--- src/core/iat_pkg.sv ---
package iat_pkg;
  // ---------------------------------------------------------------
  // timing
  // ---------------------------------------------------------------
  localparam int CLK_PERIOD_NS   = 25;
  localparam int NS_PER_US       = 1000;
  localparam int US_CYC          = NS_PER_US / CLK_PERIOD_NS;
  localparam int START_DELAY_NS  = 23640;
  localparam int START_DELAY_CYC = (START_DELAY_NS + CLK_PERIOD_NS - 1) / CLK_PERIOD_NS;
  localparam int ROW_TIME_NS     = 8760;
  localparam int FRAME_OVH_NS    = 511570;
  localparam int EXP_OVH_NS      = 30000;
  localparam logic [63:0] NS_PER_S = 64'h0000_0000_3B9A_CA00;
  // ---------------------------------------------------------------
  // register map
  // ---------------------------------------------------------------
  localparam logic [7:0] OFS_CTRL   = 8'h00;
  localparam logic [7:0] OFS_EXPO   = 8'h04;
  localparam logic [7:0] OFS_HEIGHT = 8'h08;
  localparam logic [7:0] OFS_DEB    = 8'h0C;
  localparam logic [7:0] OFS_PAYLD  = 8'h10;
  localparam logic [7:0] OFS_THRU   = 8'h14;
  localparam logic [7:0] OFS_AVG    = 8'h18;
  localparam logic [7:0] OFS_STAT   = 8'h1C;
  localparam logic [7:0] OFS_RATE   = 8'h20;
  localparam logic [7:0] OFS_PERIOD = 8'h24;
  localparam logic [7:0] OFS_IRQ    = 8'h28;
  localparam logic [7:0] OFS_MASK   = 8'h2C;
  localparam int CTRL_ENA    = 0;
  localparam int CTRL_LEGACY = 1;
  localparam int CTRL_SINGLE = 2;
  localparam int CTRL_AVG    = 3;
  localparam int CTRL_DEB    = 4;
  localparam int CTRL_SEL_LO = 5;
  localparam int CTRL_SRC    = 7;
  localparam int IRQ_ACQ     = 0;
  localparam int IRQ_FRAME   = 1;
  localparam int IRQ_EXPEND  = 2;
  localparam logic [31:0] RST_EXPO   = 32'h0000_03E8;
  localparam logic [31:0] RST_HEIGHT = 32'h0000_01E0;
  localparam logic [31:0] RST_PAYLD  = 32'h0004_B000;
  localparam logic [31:0] RST_THRU   = 32'h0690_F380;
  localparam logic [7:0]  RST_AVG    = 8'h01;

  typedef enum logic [2:0] {
    ST_IDLE   = 3'b000,
    ST_WAIT   = 3'b001,
    ST_DELAY  = 3'b010,
    ST_EXPOSE = 3'b011,
    ST_READ   = 3'b100,
    ST_TX     = 3'b101
  } iat_state_t;

  typedef enum logic [1:0] {
    RC_IDLE = 2'b00,
    RC_TX   = 2'b01,
    RC_FPS  = 2'b10
  } iat_rc_t;
endpackage

--- src/core/iat_tick.sv ---
`timescale 1ns/10ps
`default_nettype none
module iat_tick #(
  parameter int DIV = 40
) (
  // clock and reset
  input  wire logic clk_i,
  input  wire logic rst_i,
  // control
  input  wire logic clr_i,
  output logic      tick_o
);
  initial if (DIV < 2) $error("DIV must be at least 2");
  logic [$clog2(DIV)-1:0] cnt;

  // restart on clear so the first tick falls a whole period after it
  always_ff @(posedge clk_i or posedge rst_i)
    if (rst_i)
    begin
      cnt    <= '0;
      tick_o <= 1'b0;
    end
    else if (clr_i || cnt == $clog2(DIV)'(DIV - 1))
    begin
      cnt    <= '0;
      tick_o <= !clr_i;
    end
    else
    begin
      cnt    <= cnt + 1'b1;
      tick_o <= 1'b0;
    end
endmodule
`default_nettype wire

--- src/core/iat_divu.sv ---
`timescale 1ns/10ps
`default_nettype none
module iat_divu #(
  parameter int W = 64
) (
  // clock and reset
  input  wire logic         clk_i,
  input  wire logic         rst_i,
  // operands
  input  wire logic         start_i,
  input  wire logic [W-1:0] num_i,
  input  wire logic [W-1:0] den_i,
  // result
  output logic              done_o,
  output logic [W-1:0]      quot_o
);
  initial if (W < 2) $error("W too small");
  logic [W-1:0]         rem;
  logic [W-1:0]         num;
  logic [W-1:0]         den;
  logic [$clog2(W):0]   cnt;
  logic                 busy;
  logic [W:0]           trial;

  assign trial = {rem, num[W-1]} - {1'b0, den};

  // restoring, one quotient bit a cycle; zero divisor gives all ones
  always_ff @(posedge clk_i or posedge rst_i)
    if (rst_i)
    begin
      rem    <= '0;
      num    <= '0;
      den    <= '0;
      cnt    <= '0;
      busy   <= 1'b0;
      done_o <= 1'b0;
      quot_o <= '0;
    end
    else
    begin
      done_o <= 1'b0;
      if (start_i)
      begin
        rem  <= '0;
        num  <= num_i;
        den  <= den_i;
        cnt  <= ($clog2(W)+1)'(W);
        busy <= 1'b1;
      end
      else if (busy)
      begin
        rem <= trial[W] ? {rem[W-2:0], num[W-1]} : trial[W-1:0];
        num <= {num[W-2:0], !trial[W]};
        cnt <= cnt - 1'b1;
        if (cnt == ($clog2(W)+1)'(1))
        begin
          busy   <= 1'b0;
          done_o <= 1'b1;
          quot_o <= {num[W-2:0], !trial[W]};
        end
      end
    end
endmodule
`default_nettype wire

--- src/core/iat_top.sv ---
// Implementation choices: the strobed register port and the placing of the registers.
`timescale 1ns/10ps
`default_nettype none
// How it works
// - trigger-wait status drives one of four lines
// - events on acq start, frame start, exposure end
// - trigger is frame start, legacy: acq start
// - exposure starts fixed delay after trigger edge
// - debounce time adds to start delay
// - readout into buffer follows exposure end
// - transmit once enough data is buffered
// - readout = (height+1)*row time + frame overhead
// - transmit = payload/throughput, at least readout
// - averaging sends one frame per group
// - readable resulting frame rate register
// - single frame mode need not reach max rate
// - readout-limited rate is reciprocal of readout
// - exposure-limited rate: exposure plus overhead
module iat_top
  import iat_pkg::*;
#(
  parameter int BUF_LEAD_NS = 2000
) (
  // clock and reset
  input  wire logic        clk_i,
  input  wire logic        rst_i,
  // register port
  input  wire logic [7:0]  addr_i,
  input  wire logic [31:0] wdata_i,
  input  wire logic        wr_i,
  input  wire logic        rd_i,
  output logic [31:0]      rdata_o,
  // trigger and lines
  input  wire logic        external_trigger_input_i,
  output logic [3:0]       line_o,
  // notifications and activity
  output logic             acq_start_notification_o,
  output logic             frame_start_notification_o,
  output logic             exposure_end_notification_o,
  output logic             exposing_o,
  output logic             readout_o,
  output logic             transmit_o,
  output logic             irq_o
);
  import iat_pkg::*;
  initial if (BUF_LEAD_NS < 0) $error("BUF_LEAD_NS negative");

  // -----------------------------------------------------------------
  // registers
  // -----------------------------------------------------------------
  logic [7:0]  ctrl;
  logic [31:0] expo_us, height, deb_us, payload, thru;
  logic [7:0]  avg_n;
  logic [2:0]  irq_stat, irq_mask;
  logic [31:0] rate_fps, period_ns;
  logic        dirty;
  logic        calc_busy;
  iat_state_t  state, next_state;
  logic        ena_q, trig_q, trig_rise;
  logic        acq_ev, frame_ev, exp_ev;

  always_ff @(posedge clk_i or posedge rst_i)
    if (rst_i)
    begin
      ctrl    <= 8'h00;
      expo_us <= RST_EXPO;
      height  <= RST_HEIGHT;
      deb_us  <= 32'h0000_0000;
      payload <= RST_PAYLD;
      thru    <= RST_THRU;
      avg_n   <= RST_AVG;
      irq_mask <= 3'h0;
    end
    else
    begin
      if (wr_i)
        unique case (addr_i)
          OFS_CTRL:   ctrl     <= wdata_i[7:0];
          OFS_EXPO:   expo_us  <= wdata_i;
          OFS_HEIGHT: height   <= {16'h0000, wdata_i[15:0]};
          OFS_DEB:    deb_us   <= wdata_i;
          OFS_PAYLD:  payload  <= wdata_i;
          OFS_THRU:   thru     <= wdata_i;
          OFS_AVG:    avg_n    <= (wdata_i[7:0] == 8'h00) ? 8'h01 : wdata_i[7:0];
          OFS_MASK:   irq_mask <= wdata_i[2:0];
          default:    ;
        endcase
      // single frame ends acquisition after one frame; no back-to-back rate
      if (ctrl[CTRL_SINGLE] && state == ST_TX && next_state == ST_WAIT)
        ctrl[CTRL_ENA] <= 1'b0;
    end

  always_ff @(posedge clk_i or posedge rst_i)
    if (rst_i)
      rdata_o <= 32'h0000_0000;
    else if (rd_i)
      unique case (addr_i)
        OFS_CTRL:   rdata_o <= {24'h0, ctrl};
        OFS_EXPO:   rdata_o <= expo_us;
        OFS_HEIGHT: rdata_o <= height;
        OFS_DEB:    rdata_o <= deb_us;
        OFS_PAYLD:  rdata_o <= payload;
        OFS_THRU:   rdata_o <= thru;
        OFS_AVG:    rdata_o <= {24'h0, avg_n};
        OFS_STAT:   rdata_o <= {27'h0, dirty || calc_busy, 1'b0, state};
        OFS_RATE:   rdata_o <= rate_fps;
        OFS_PERIOD: rdata_o <= period_ns;
        OFS_IRQ:    rdata_o <= {29'h0, irq_stat};
        OFS_MASK:   rdata_o <= {29'h0, irq_mask};
        default:    rdata_o <= 32'h0000_0000;
      endcase

  // -----------------------------------------------------------------
  // interrupts: read clears, a new event in the same cycle survives
  // -----------------------------------------------------------------
  always_ff @(posedge clk_i or posedge rst_i)
    if (rst_i)
    begin
      irq_stat <= 3'h0;
      irq_o    <= 1'b0;
    end
    else
    begin
      irq_stat <= ((rd_i && addr_i == OFS_IRQ) ? 3'h0 : irq_stat)
                | {exp_ev, frame_ev, acq_ev};
      irq_o    <= |(irq_stat & irq_mask);
    end

  // -----------------------------------------------------------------
  // frame rate limits
  // -----------------------------------------------------------------
  logic [31:0] readout_ns, expo_ns, txlim_ns, tx_ns;
  logic        cfg_wr;
  iat_rc_t     rc;
  logic        div_start, div_done;
  logic [63:0] div_num, div_den, div_q;
  logic [31:0] q_sat, next_period;

  assign calc_busy = rc != RC_IDLE;
  assign q_sat     = (div_q[63:32] != 32'h0) ? 32'hFFFF_FFFF : div_q[31:0];
  // slowest of the three limits sets the period; the rate divide needs it
  // in the same cycle, so it cannot come from the period register
  assign next_period = (readout_ns >= expo_ns && readout_ns >= q_sat) ? readout_ns
                     : (expo_ns >= q_sat) ? expo_ns : q_sat;

  assign readout_ns = 32'((height + 32'd1) * ROW_TIME_NS + FRAME_OVH_NS);
  assign expo_ns    = 32'(expo_us * NS_PER_US + EXP_OVH_NS);
  assign cfg_wr     = wr_i && addr_i <= OFS_AVG;

  iat_divu #(.W(64)) u_div (
    .clk_i  (clk_i),
    .rst_i  (rst_i),
    .start_i(div_start),
    .num_i  (div_num),
    .den_i  (div_den),
    .done_o (div_done),
    .quot_o (div_q)
  );

  // averaging spreads one transmission over avg_n acquisitions
  always_comb
  begin
    div_num = (rc == RC_IDLE) ? 64'(payload) * NS_PER_S : NS_PER_S;
    div_den = (rc == RC_IDLE)
            ? 64'(thru) * 64'(ctrl[CTRL_AVG] ? avg_n : 8'h01)
            : 64'(next_period);
  end
  assign div_start = (rc == RC_IDLE && dirty) || (rc == RC_TX && div_done);

  always_ff @(posedge clk_i or posedge rst_i)
    if (rst_i)
    begin
      rc        <= RC_IDLE;
      dirty     <= 1'b1;
      txlim_ns  <= 32'h0000_0000;
      period_ns <= 32'h0000_0001;
      rate_fps  <= 32'h0000_0000;
    end
    else
    begin
      // a write in the cycle the recompute starts keeps the flag set
      dirty <= cfg_wr || (dirty && rc != RC_IDLE);
      unique case (rc)
        RC_IDLE: if (dirty) rc <= RC_TX;
        RC_TX:
          if (div_done)
          begin
            txlim_ns  <= q_sat;
            rc        <= RC_FPS;
            period_ns <= next_period;
          end
        RC_FPS:
          if (div_done)
          begin
            rate_fps <= div_q[31:0];
            rc <= RC_IDLE;
          end
        default: rc <= RC_IDLE;
      endcase
    end

  // per-frame transmission time, never shorter than readout
  logic [31:0] txraw_ns;
  assign txraw_ns = 32'(64'(txlim_ns) * (ctrl[CTRL_AVG] ? avg_n : 8'h01));
  assign tx_ns    = (txraw_ns < readout_ns) ? readout_ns : txraw_ns;

  // -----------------------------------------------------------------
  // acquisition sequence
  // -----------------------------------------------------------------
  logic        us_tick, tick_clr;
  logic [31:0] cnt, rd_ns, tx_acc;
  logic        deb_phase, tx_run;
  logic [7:0]  avg_cnt;
  logic        last_frame;

  iat_tick #(.DIV(US_CYC)) u_tick (
    .clk_i (clk_i),
    .rst_i (rst_i),
    .clr_i (tick_clr),
    .tick_o(us_tick)
  );

  assign trig_rise  = external_trigger_input_i && !trig_q;
  assign last_frame = !ctrl[CTRL_AVG] || avg_cnt + 8'h01 >= avg_n;
  assign tick_clr   = state != next_state || (state == ST_DELAY && !deb_phase);

  always_comb
  begin
    next_state = state;
    unique case (state)
      ST_IDLE: if (ctrl[CTRL_ENA]) next_state = ST_WAIT;
      ST_WAIT:
        if (!ctrl[CTRL_ENA])
          next_state = ST_IDLE;
        else if (trig_rise)
          next_state = ST_DELAY;
      ST_DELAY:
        if (deb_phase ? (cnt >= deb_us)
                      : (cnt == 32'(START_DELAY_CYC - 1) && !ctrl[CTRL_DEB]))
          next_state = ST_EXPOSE;
      ST_EXPOSE: if (cnt >= expo_us) next_state = ST_READ;
      ST_READ:
        if (rd_ns + 32'(CLK_PERIOD_NS) >= readout_ns)
          next_state = tx_run ? ST_TX : ST_WAIT;
      ST_TX: if (!tx_run) next_state = ST_WAIT;
      default: next_state = ST_IDLE;
    endcase
  end

  always_ff @(posedge clk_i or posedge rst_i)
    if (rst_i)
    begin
      state     <= ST_IDLE;
      cnt       <= 32'h0000_0000;
      deb_phase <= 1'b0;
      trig_q    <= 1'b0;
      ena_q     <= 1'b0;
    end
    else
    begin
      state  <= next_state;
      trig_q <= external_trigger_input_i;
      ena_q  <= ctrl[CTRL_ENA];
      if (state != next_state)
      begin
        cnt       <= 32'h0000_0000;
        deb_phase <= 1'b0;
      end
      else if (state == ST_DELAY && !deb_phase)
      begin
        cnt <= cnt + 32'd1;
        if (cnt == 32'(START_DELAY_CYC - 1))
        begin
          deb_phase <= 1'b1;
          cnt       <= 32'h0000_0000;
        end
      end
      else if (us_tick)
        cnt <= cnt + 32'd1;
    end

  // readout fills the buffer; transmission drains it once a lead is held
  always_ff @(posedge clk_i or posedge rst_i)
    if (rst_i)
    begin
      rd_ns   <= 32'h0000_0000;
      tx_acc  <= 32'h0000_0000;
      tx_run  <= 1'b0;
      avg_cnt <= 8'h00;
    end
    else
    begin
      rd_ns <= (state == ST_READ) ? rd_ns + 32'(CLK_PERIOD_NS) : 32'h0000_0000;
      if (state == ST_READ && !tx_run && last_frame && tx_acc == 32'h0
          && rd_ns >= 32'(BUF_LEAD_NS))
        tx_run <= 1'b1;
      else if (tx_run && tx_acc + 32'(CLK_PERIOD_NS) >= tx_ns)
        tx_run <= 1'b0;
      if (tx_run)
        tx_acc <= tx_acc + 32'(CLK_PERIOD_NS);
      else if (state != ST_READ)
        tx_acc <= 32'h0000_0000;
      if (state == ST_READ && next_state != ST_READ)
        avg_cnt <= last_frame ? 8'h00 : avg_cnt + 8'h01;
    end

  // -----------------------------------------------------------------
  // events and pins
  // -----------------------------------------------------------------
  logic wait_st;
  assign wait_st  = state == ST_WAIT;
  assign frame_ev = wait_st && next_state == ST_DELAY;
  assign acq_ev   = ctrl[CTRL_LEGACY] ? frame_ev
                  : (ctrl[CTRL_ENA] && !ena_q);
  assign exp_ev   = state == ST_EXPOSE && next_state == ST_READ;

  always_ff @(posedge clk_i or posedge rst_i)
    if (rst_i)
    begin
      acq_start_notification_o    <= 1'b0;
      frame_start_notification_o  <= 1'b0;
      exposure_end_notification_o <= 1'b0;
      exposing_o <= 1'b0;
      readout_o  <= 1'b0;
      transmit_o <= 1'b0;
      line_o     <= 4'h0;
    end
    else
    begin
      acq_start_notification_o    <= acq_ev;
      frame_start_notification_o  <= frame_ev;
      exposure_end_notification_o <= exp_ev;
      exposing_o <= next_state == ST_EXPOSE;
      readout_o  <= next_state == ST_READ;
      transmit_o <= tx_run;
      line_o     <= (ctrl[CTRL_SRC] && wait_st)
                  ? 4'(4'h1 << ctrl[CTRL_SEL_LO +: 2]) : 4'h0;
    end

  // -----------------------------------------------------------------
  // checks
  // -----------------------------------------------------------------
  logic [31:0] dly_cyc;
  always_ff @(posedge clk_i or posedge rst_i)
    if (rst_i)
      dly_cyc <= 32'h0;
    else
      dly_cyc <= (state == ST_DELAY) ? dly_cyc + 32'd1 : 32'h0;

  property p_line;
    @(posedge clk_i) disable iff (rst_i)
    (wait_st && ctrl[CTRL_SRC]) |=> line_o == 4'(4'h1 << $past(ctrl[CTRL_SEL_LO +: 2]));
  endproperty
  a_line: assert property (p_line) else $error("wait status not on line");
  property p_expend;
    @(posedge clk_i) disable iff (rst_i)
    exp_ev |=> exposure_end_notification_o && readout_o;
  endproperty
  a_expend: assert property (p_expend) else $error("exposure end lost");
  property p_std;
    @(posedge clk_i) disable iff (rst_i)
    (frame_ev && !ctrl[CTRL_LEGACY] && ena_q) |=> frame_start_notification_o
      && !acq_start_notification_o;
  endproperty
  a_std: assert property (p_std) else $error("standard mode event wrong");
  property p_delay;
    @(posedge clk_i) disable iff (rst_i)
    (state == ST_DELAY && next_state == ST_EXPOSE) |-> dly_cyc >= START_DELAY_CYC - 1;
  endproperty
  a_delay: assert property (p_delay) else $error("exposure started early");
  property p_deb;
    @(posedge clk_i) disable iff (rst_i)
    (state == ST_DELAY && next_state == ST_EXPOSE && ctrl[CTRL_DEB])
      |-> dly_cyc >= START_DELAY_CYC + deb_us * US_CYC - 1;
  endproperty
  a_deb: assert property (p_deb) else $error("debounce time not added");
  property p_read;
    @(posedge clk_i) disable iff (rst_i)
    (state == ST_EXPOSE && next_state != ST_EXPOSE) |=> state == ST_READ ##1 readout_o;
  endproperty
  a_read: assert property (p_read) else $error("readout did not follow");
  property p_txlead;
    @(posedge clk_i) disable iff (rst_i)
    $rose(tx_run) |-> $past(rd_ns) >= BUF_LEAD_NS;
  endproperty
  a_txlead: assert property (p_txlead) else $error("transmit before lead");
  property p_txmin;
    @(posedge clk_i) disable iff (rst_i)
    1'b1 |-> tx_ns >= readout_ns;
  endproperty
  a_txmin: assert property (p_txmin) else $error("transmit shorter than readout");
  property p_avg;
    @(posedge clk_i) disable iff (rst_i)
    (state == ST_READ && !last_frame) |=> !$rose(tx_run);
  endproperty
  a_avg: assert property (p_avg) else $error("averaged frame sent early");
  property p_min;
    @(posedge clk_i) disable iff (rst_i)
    (rc == RC_FPS && !cfg_wr && !$past(cfg_wr)) |-> period_ns >= readout_ns
      && period_ns >= expo_ns;
  endproperty
  a_min: assert property (p_min) else $error("period below a limit");

  c_frame: cover property (@(posedge clk_i) disable iff (rst_i) frame_ev ##[1:1000] exp_ev);
  c_tx:    cover property (@(posedge clk_i) disable iff (rst_i) state == ST_TX);
  c_rate:  cover property (@(posedge clk_i) disable iff (rst_i) rc == RC_FPS && div_done);
endmodule
`default_nettype wire

--- config.mk ---
export PLATFORM = sky130hd
export DESIGN_NAME = iat_top
export DESIGN_NICKNAME = d
export VERILOG_FILES = /design/src/core/iat_pkg.sv /design/src/core/iat_tick.sv /design/src/core/iat_divu.sv /design/src/core/iat_top.sv
export SDC_FILE = /design/constraint.sdc
export NUM_CORES = 2
export LEC_CHECK = 0
export ABC_AREA = 0
export BUFFER_PORTS_ARGS = -buffer_cell sky130_fd_sc_hd__buf_2
export CORE_UTILIZATION = 45
export DETAILED_ROUTE_END_ITERATION = 10
export SLEW_MARGIN = 20
export SYNTH_ARGS = -nofsm -noshare
export SYNTH_HDL_FRONTEND = slang
export SYNTH_SLANG_ARGS = --single-unit
export TNS_END_PERCENT = 1
--- constraint.sdc ---
create_clock -name clk_i -period 25.8 [get_ports clk_i]
set_input_delay 2.58 -clock clk_i [delete_from_list [all_inputs] [get_ports clk_i]]
set_output_delay 2.58 -clock clk_i [all_outputs]
set_load 0.03 [all_outputs]
# Word level (Yosys, flattened, before mapping)
# Cells that the tools add are included.
dict set report word_totals {
  register_bits 691
  inputBits 45
  out_inout_bits 43
  wordCells 225
}
dict set report op_classes {
  addsub 10
  mul 5
  magnitude_cmp 11
  eq_ne 31
  n_shift 1
  mux 57
  n_bitwise 3
  n_reduce_logical 65
}
# operator n
set ops {}
lappend ops {{$mux W64} 6}
lappend ops {{$pmux W32 S12} 1}
lappend ops {{$mux W32} 11}
lappend ops {{$ge A32 B32 Y1} 7}
lappend ops {{$sub A65 B64 Y65} 1}
lappend ops {{$add A32 B5 Y32 const B} 2}
lappend ops {{$mul A32 B64 Y64} 1}
lappend ops {{$mux W62} 1}
lappend ops {{$mul A32 B21 Y53 const B} 1}
lappend ops {{$add A31 B19 Y32 const B} 1}
lappend ops {{$add A32 B1 Y32 const B} 1}
lappend ops {{$add A32 B15 Y32 const B} 1}
lappend ops {{$eq A32 B10 Y1 const B} 1}
lappend ops {{$eq A8 B5 Y1 const B} 4}
lappend ops {{$eq A8 B6 Y1 const B} 4}
lappend ops {{$ge A32 B11 Y1 const B} 1}
lappend ops {{$logic_not A32 Y1} 1}
lappend ops {{$lt A32 B32 Y1} 1}
lappend ops {{$mul A32 B7 Y29 const B} 1}
lappend ops {{$mul A32 B8 Y32} 1}
lappend ops {{$reduce_bool A32 Y1} 1}
lappend ops {{$mul A17 B11 Y28 const B} 1}
lappend ops {{$mux W3} 9}
lappend ops {{$mux W8} 3}
lappend ops {{other kinds (41)} 121}

# Longest topological paths before layout
dict set report depth {
  ltp_word 10
  mapped_depth 54
  mapped_depth_nobuf 51
}

# By module
# A second synthesis with hierarchy kept.
dict set report hier_totals {
  cells_unflattened 8205
  area_unflattened_um2 76273.2
}
# module instances cells_per_inst area_each_um2 seq_area_each_um2
set by_module_without_submodules {}
lappend by_module_without_submodules {iat_top 1 6493 61068.6 10520.1}
lappend by_module_without_submodules {iat_divu 1 1685 14901.8 6631.4}
lappend by_module_without_submodules {iat_tick 1 27 302.8 175.2}

# Worst setup path before layout
# OpenSTA, ideal clock, no wires.
dict set report synth_path {
  kind {register to register}
  start {reg height[3]}
  end {reg tx_run}
  t_arrival_ns 10.177
  required_ns 25.717
  slack_ns 15.540
  path_stages_with_launch 54
  path_cell_list {dfrtp_1 > clkbuf_1 > nand4_1 > nor2_1 > nand4_1 > or2_2 > xor2_1 > inv_1 > ha_1 > inv_1 > fa_1 > inv_1 > fa_1 > inv_1 > fa_1 > inv_1 > ha_1 > buf_2 > [... 18 more ...] > buf_2 > and3_1 > ha_1 > nand2b_1 > a21o_1 > a21o_1 > a21o_1 > a21o_1 > a21o_1 > a21o_1 > a21o_1 > a21o_1 > a21o_1 > a21oi_1 > nor2b_1 > o21ai_0 > a21oi_1 > o21ai_0}
}
dict set report synth_between {
  elab_chain_len 8
}
# item line_no
set synth_rtl {}
lappend synth_rtl {{start: declaration} iat_top.sv:52} ;# logic [31:0] expo_us, height, deb_us, payload, thru;
lappend synth_rtl {{start signal: assignment} iat_top.sv:80} ;# OFS_HEIGHT: height <= {16'h0000, wdata_i[15:0]};
lappend synth_rtl {{$add A16 B1 Y17 (*)} iat_top.sv:146} ;# assign readout_ns = 32'((height + 32'd1) * ROW_TIME_NS + FRAME_OVH_NS);
lappend synth_rtl {{$mul A17 B11 Y28 (*)} iat_top.sv:146}
lappend synth_rtl {{$add A31 B19 Y32 (*)} iat_top.sv:146}
lappend synth_rtl {{$lt A32 B32 Y1} iat_top.sv:205} ;# assign tx_ns = (txraw_ns < readout_ns) ? readout_ns : txraw_ns;
lappend synth_rtl {{$mux W32 (*)} iat_top.sv:205}
lappend synth_rtl {{$ge A32 B32 Y1 (*)} iat_top.sv:297} ;# else if (tx_run && tx_acc + 32'(CLK_PERIOD_NS) >= tx_ns)
lappend synth_rtl {{$logic_and A1 B1 Y1 (*)} iat_top.sv:297}
lappend synth_rtl {{$reduce_bool A2 Y1 (no line) (*)} --}
lappend synth_rtl {{end signal: assignment} iat_top.sv:288} ;# tx_run <= 1'b0;
lappend synth_rtl {{end signal: assignment} iat_top.sv:296} ;# tx_run <= 1'b1;
lappend synth_rtl {{end signal: assignment} iat_top.sv:298} ;# tx_run <= 1'b0;
lappend synth_rtl {{end: declaration} iat_top.sv:212} ;# logic deb_phase, tx_run;
# Every way passes the cells marked *; elsewhere a longest branch is shown, timed or not.
# A chain may end at the register's enable or synchronous reset.

# Worst setup path in the final report
dict set report layout_path {
  start {reg ctrl[3]}
  end {reg tx_run}
}
dict set report layout_between {
  elab_chain_len 7
  word_cells_on_any_way 13
  cone_classes {mul (1); order compare (2); mux (3); reduce/logical (7)}
}
# item line_no
set layout_rtl {}
lappend layout_rtl {{start: declaration} iat_top.sv:51} ;# logic [7:0] ctrl;
lappend layout_rtl {{start signal: assignment} iat_top.sv:78} ;# OFS_CTRL: ctrl <= wdata_i[7:0];
lappend layout_rtl {{$mux W8} iat_top.sv:204} ;# assign txraw_ns = 32'(64'(txlim_ns) * (ctrl[CTRL_AVG] ? avg_n : 8'h01));
lappend layout_rtl {{$mul A32 B8 Y32} iat_top.sv:204}
lappend layout_rtl {{$lt A32 B32 Y1} iat_top.sv:205}
lappend layout_rtl {{$mux W32} iat_top.sv:205}
lappend layout_rtl {{$ge A32 B32 Y1} iat_top.sv:297}
lappend layout_rtl {{$logic_and A1 B1 Y1} iat_top.sv:297}
lappend layout_rtl {{$reduce_bool A2 Y1 (no line)} --}
# Parallel ways exist; a longest one is shown, timed or not.

==> impl_metrics.csv <==
group,metric,value,unit
detailed_routing,routed-via-count,57100,
synth,synth.avg_cell_area,9.40,µm²
clock_tree,post_cts_resized,0,
synth,yosysTopAreaCell,"dfrtp_1",
clock_tree,cts.sinks,669,
layout,n_fill_cell,15400,
synth,syn-instance-count,7762,
layout,multiInputGateArea,51100,µm²
layout,design_area,78600,µm²
timing,min_period,12.63,ns
run,cap_violations,0,
die,io_pins,88,
synth,syn-cell-area,73000,µm²
global_routing,grt_overflow_total,0,
timing,final.setup.tns,0,ns
synth,synth-edff-count,0,
place,gp_congestion,0.976,
die,rows,147,
run_status,status,"finished, final reports clean",
place,place_ws,13.23,ns
layout,antenna_cells,0,
clock_tree,clk_pin_slew_worst_paths,0.06,ns
min_path,hp-class,"reg2reg",
detailed_routing,wl_per_cell,23.8,µm
synth,synth-seq-cells,669,
die,fp.dieW,405,µm
detailed_routing,drc,0,
die,coreArea,161000,µm²
place,dp_hpwl,186000,µm
synth,synth_flop_cell,"dfrtp_1",
timing,slew_headroom,22.2,%
setup_path,crit_top_cell,"a21o_1",
place,placed_area,75800,µm²
clock_tree,htree_levels,3,
timing,finalCritPeriodShare,49.0,%
clock_tree,cts_tree,"yes",
timing,fmax,79.2,MHz
timing,maxSlewViolCount,0,
clock_tree,clock_latency,0.71,ns
clock_tree,clockBufferDepth,3,
synth,synth_cell_type_count,104,
clock_tree,post-cts-setup-buffers,0,
global_routing,grt_pass1_wl,362000,µm
global_routing,first_global_vias,58800,
layout,drive_gt1_share,8.19,%
detailed_routing,wl,236000,µm
synth,ys.warnings.count,0,
synth,synth.top_cell.area_share,22.0,%
global_routing,grt_max_degree,114,
die,dieArea,164000,µm²
setup_path,critical_path_arrival,13.26,ns
layout,final_nets,9333,
layout,syn_to_final_growth,7.66,%
clock_tree,clock-root-buffer,"clkbuf_16",
clock_tree,cts_buffers,81,
detailed_routing,vias_per_cell,5.75,
global_routing,grt_usage,29.3,%
place,portBuffers,87,
setup_path,critPathKind,"reg2reg",
layout,final_cell_mix,"inv_1 (1044), nand2_1 (825), ha_1 (801)",
synth,syn_nets,9383,
detailed_routing,first_pass_iters,7,
power,p_leak,0.0417,µW
setup_path,startpoint_type,"flip-flop",
timing,setup_viol,0,
power,p_per_area,71.6,nW/µm²
detailed_routing,ant_nets,0,
synth,synthTopCellsByArea,"dfrtp_1 (22%), fa_1 (21%), ha_1 (14%)",
layout,mostFrequentLayoutCell,"inv_1",
timing,rsz0062_at_grt,"false",
clock_tree,holdBufCountCts,0,
power,ir_drop,0.0567,mV
setup_path,cp.required,26.43,ns
setup_path,worst-path-buf-inv,4,
setup_path,max_stage_delay,0.75,ns
timing,worst_pin_slew,1.16,ns
die,initial_core_util,45.4,%
layout,final-seq-area,16800,µm²
layout,utilization,48.9,%
power,power.total,5620,µW
timing,finalHoldViolCount,0,
setup_path,crit_family,"compound AO/OA/AOI/OAI gates",
setup_path,crit_path_max_fanout,113,
timing,setup_slack,13.17,ns
setup_path,critPathSlowestCell,"buf_4",
synth,synth-seq-area-share,23.0,%
die,die_h,405,µm
detailed_routing,drt_iter0_drc,4470,
global_routing,antenna_found_initial,2,
setup_path,end_kind,"flip-flop",
synth,async_reset_ff_share,100,%
timing,fin_skew,0.0238,ns
[flip-flops by register name, summed over array words and instances, names as in the netlist, 7 cells and up]
register and cells:
avg_cnt 8, avg_n 8, cnt 32, ctrl 8
deb_us 32, expo_us 32, height 16, payload 32
period_ns 32, rate_fps 32, rd_ns 32, rdata_o 32
thru 32, tx_acc 32, txlim_ns 32, u_div.cnt 7
u_div.den 42, u_div.num 64, u_div.quot_o 64, u_div.rem 64
[cells by family after synthesis]
family	share of synthesized area [%]
DFF	23.0
buffers and inverters	7.10
and+or+nand+nor	13.1
AOI/OAI and AO/OA	12.6
adders and majority gates	35.0
xor gates and xnor gates	4.50
muxes	4.75
[synthesized netlist by cell type, types with 11 or more instances]
cell type / number
a31oi_1: 23
o22ai_1: 72
a221oi_1: 31
fa_1: 775
nor2_1: 358
mux2i_1: 125
a22oi_1: 81
o21ai_0: 353
xor2_1: 145
nand2_1: 827
nand4_1: 71
nor2b_1: 40
ha_1: 801
nor4_1: 36
a2111oi_0: 11
mux2_2: 197
or2_2: 16
o211ai_1: 24
and2_1: 62
o31ai_1: 24
xnor2_1: 224
o21a_1: 49
or3_1: 23
buf_1: 63
or4_1: 15
a31o_2: 11
a21o_1: 153
inv_1: 1045
o21bai_1: 28
nand3_1: 95
o2111ai_1: 11
nor3_1: 87
and3_1: 256
a211oi_1: 58
nand2b_1: 69
a222oi_1: 13
a21oi_1: 378
nor3b_1: 19
dfrtp_1: 641
dfstp_2: 28
nand3b_1: 13
clkbuf_1: 248
[power by group]
part	internal, µW	switching [µW]	total, µW
Combinational	1090	1660	2750
Clock	733	516	1250
Sequential	1290	328	1620
[tightest hold or removal path, cell delays in order, from the launching register on]
cell and delay (ns):
dfrtp_1 0.34, nand2_1 0.05, nand2_1 0.05
[stage by stage]
step                      cells  hold WS (ns)
after floorplan            7762         0.352
final                      9936         0.473
after detailed placement   9789         0.463
after global routing       9936         0.492
after global placement     9789         0.453
after CTS                  9936         0.477
[area by class of cell]
class | instances | area share [%]
multi-input cells | 5722 | 65.0
well taps | 2160 | 3.44
flip-flops and latches | 669 | 21.4
clock inverters | 36 | 0.713
repair buffers | 189 | 1.53
clock buffers | 111 | 2.89
inverters | 1049 | 5.02
[worst paths after layout]
kind                                  start          endpoint  slack, ns  depth (start not counted)
hold reg to reg            u_div.quot_o[56]  u_div.quot_o[56]       0.47                          2
setup reg to reg                    ctrl[3]            tx_run      13.17                         47
max in group asynchronous             rst_i      u_div.den[7]      21.01                          5
hold / removal             u_div.quot_o[56]  u_div.quot_o[56]       0.47                          2
min in group asynchronous             rst_i       rdata_o[24]       1.98                          2
setup / recovery                    ctrl[3]            tx_run      13.17                         47
[routing by layer]
layer,up-vias,part of all wire [%],GRT usage [%]
li1,26000,-,-
met1,29000,42,37.5
met2,1612,48,49.1
met3,488,5.2,3.53
met4,0,5.4,14.4
met5,-,0,0
(Power assumes the default switching activity.)
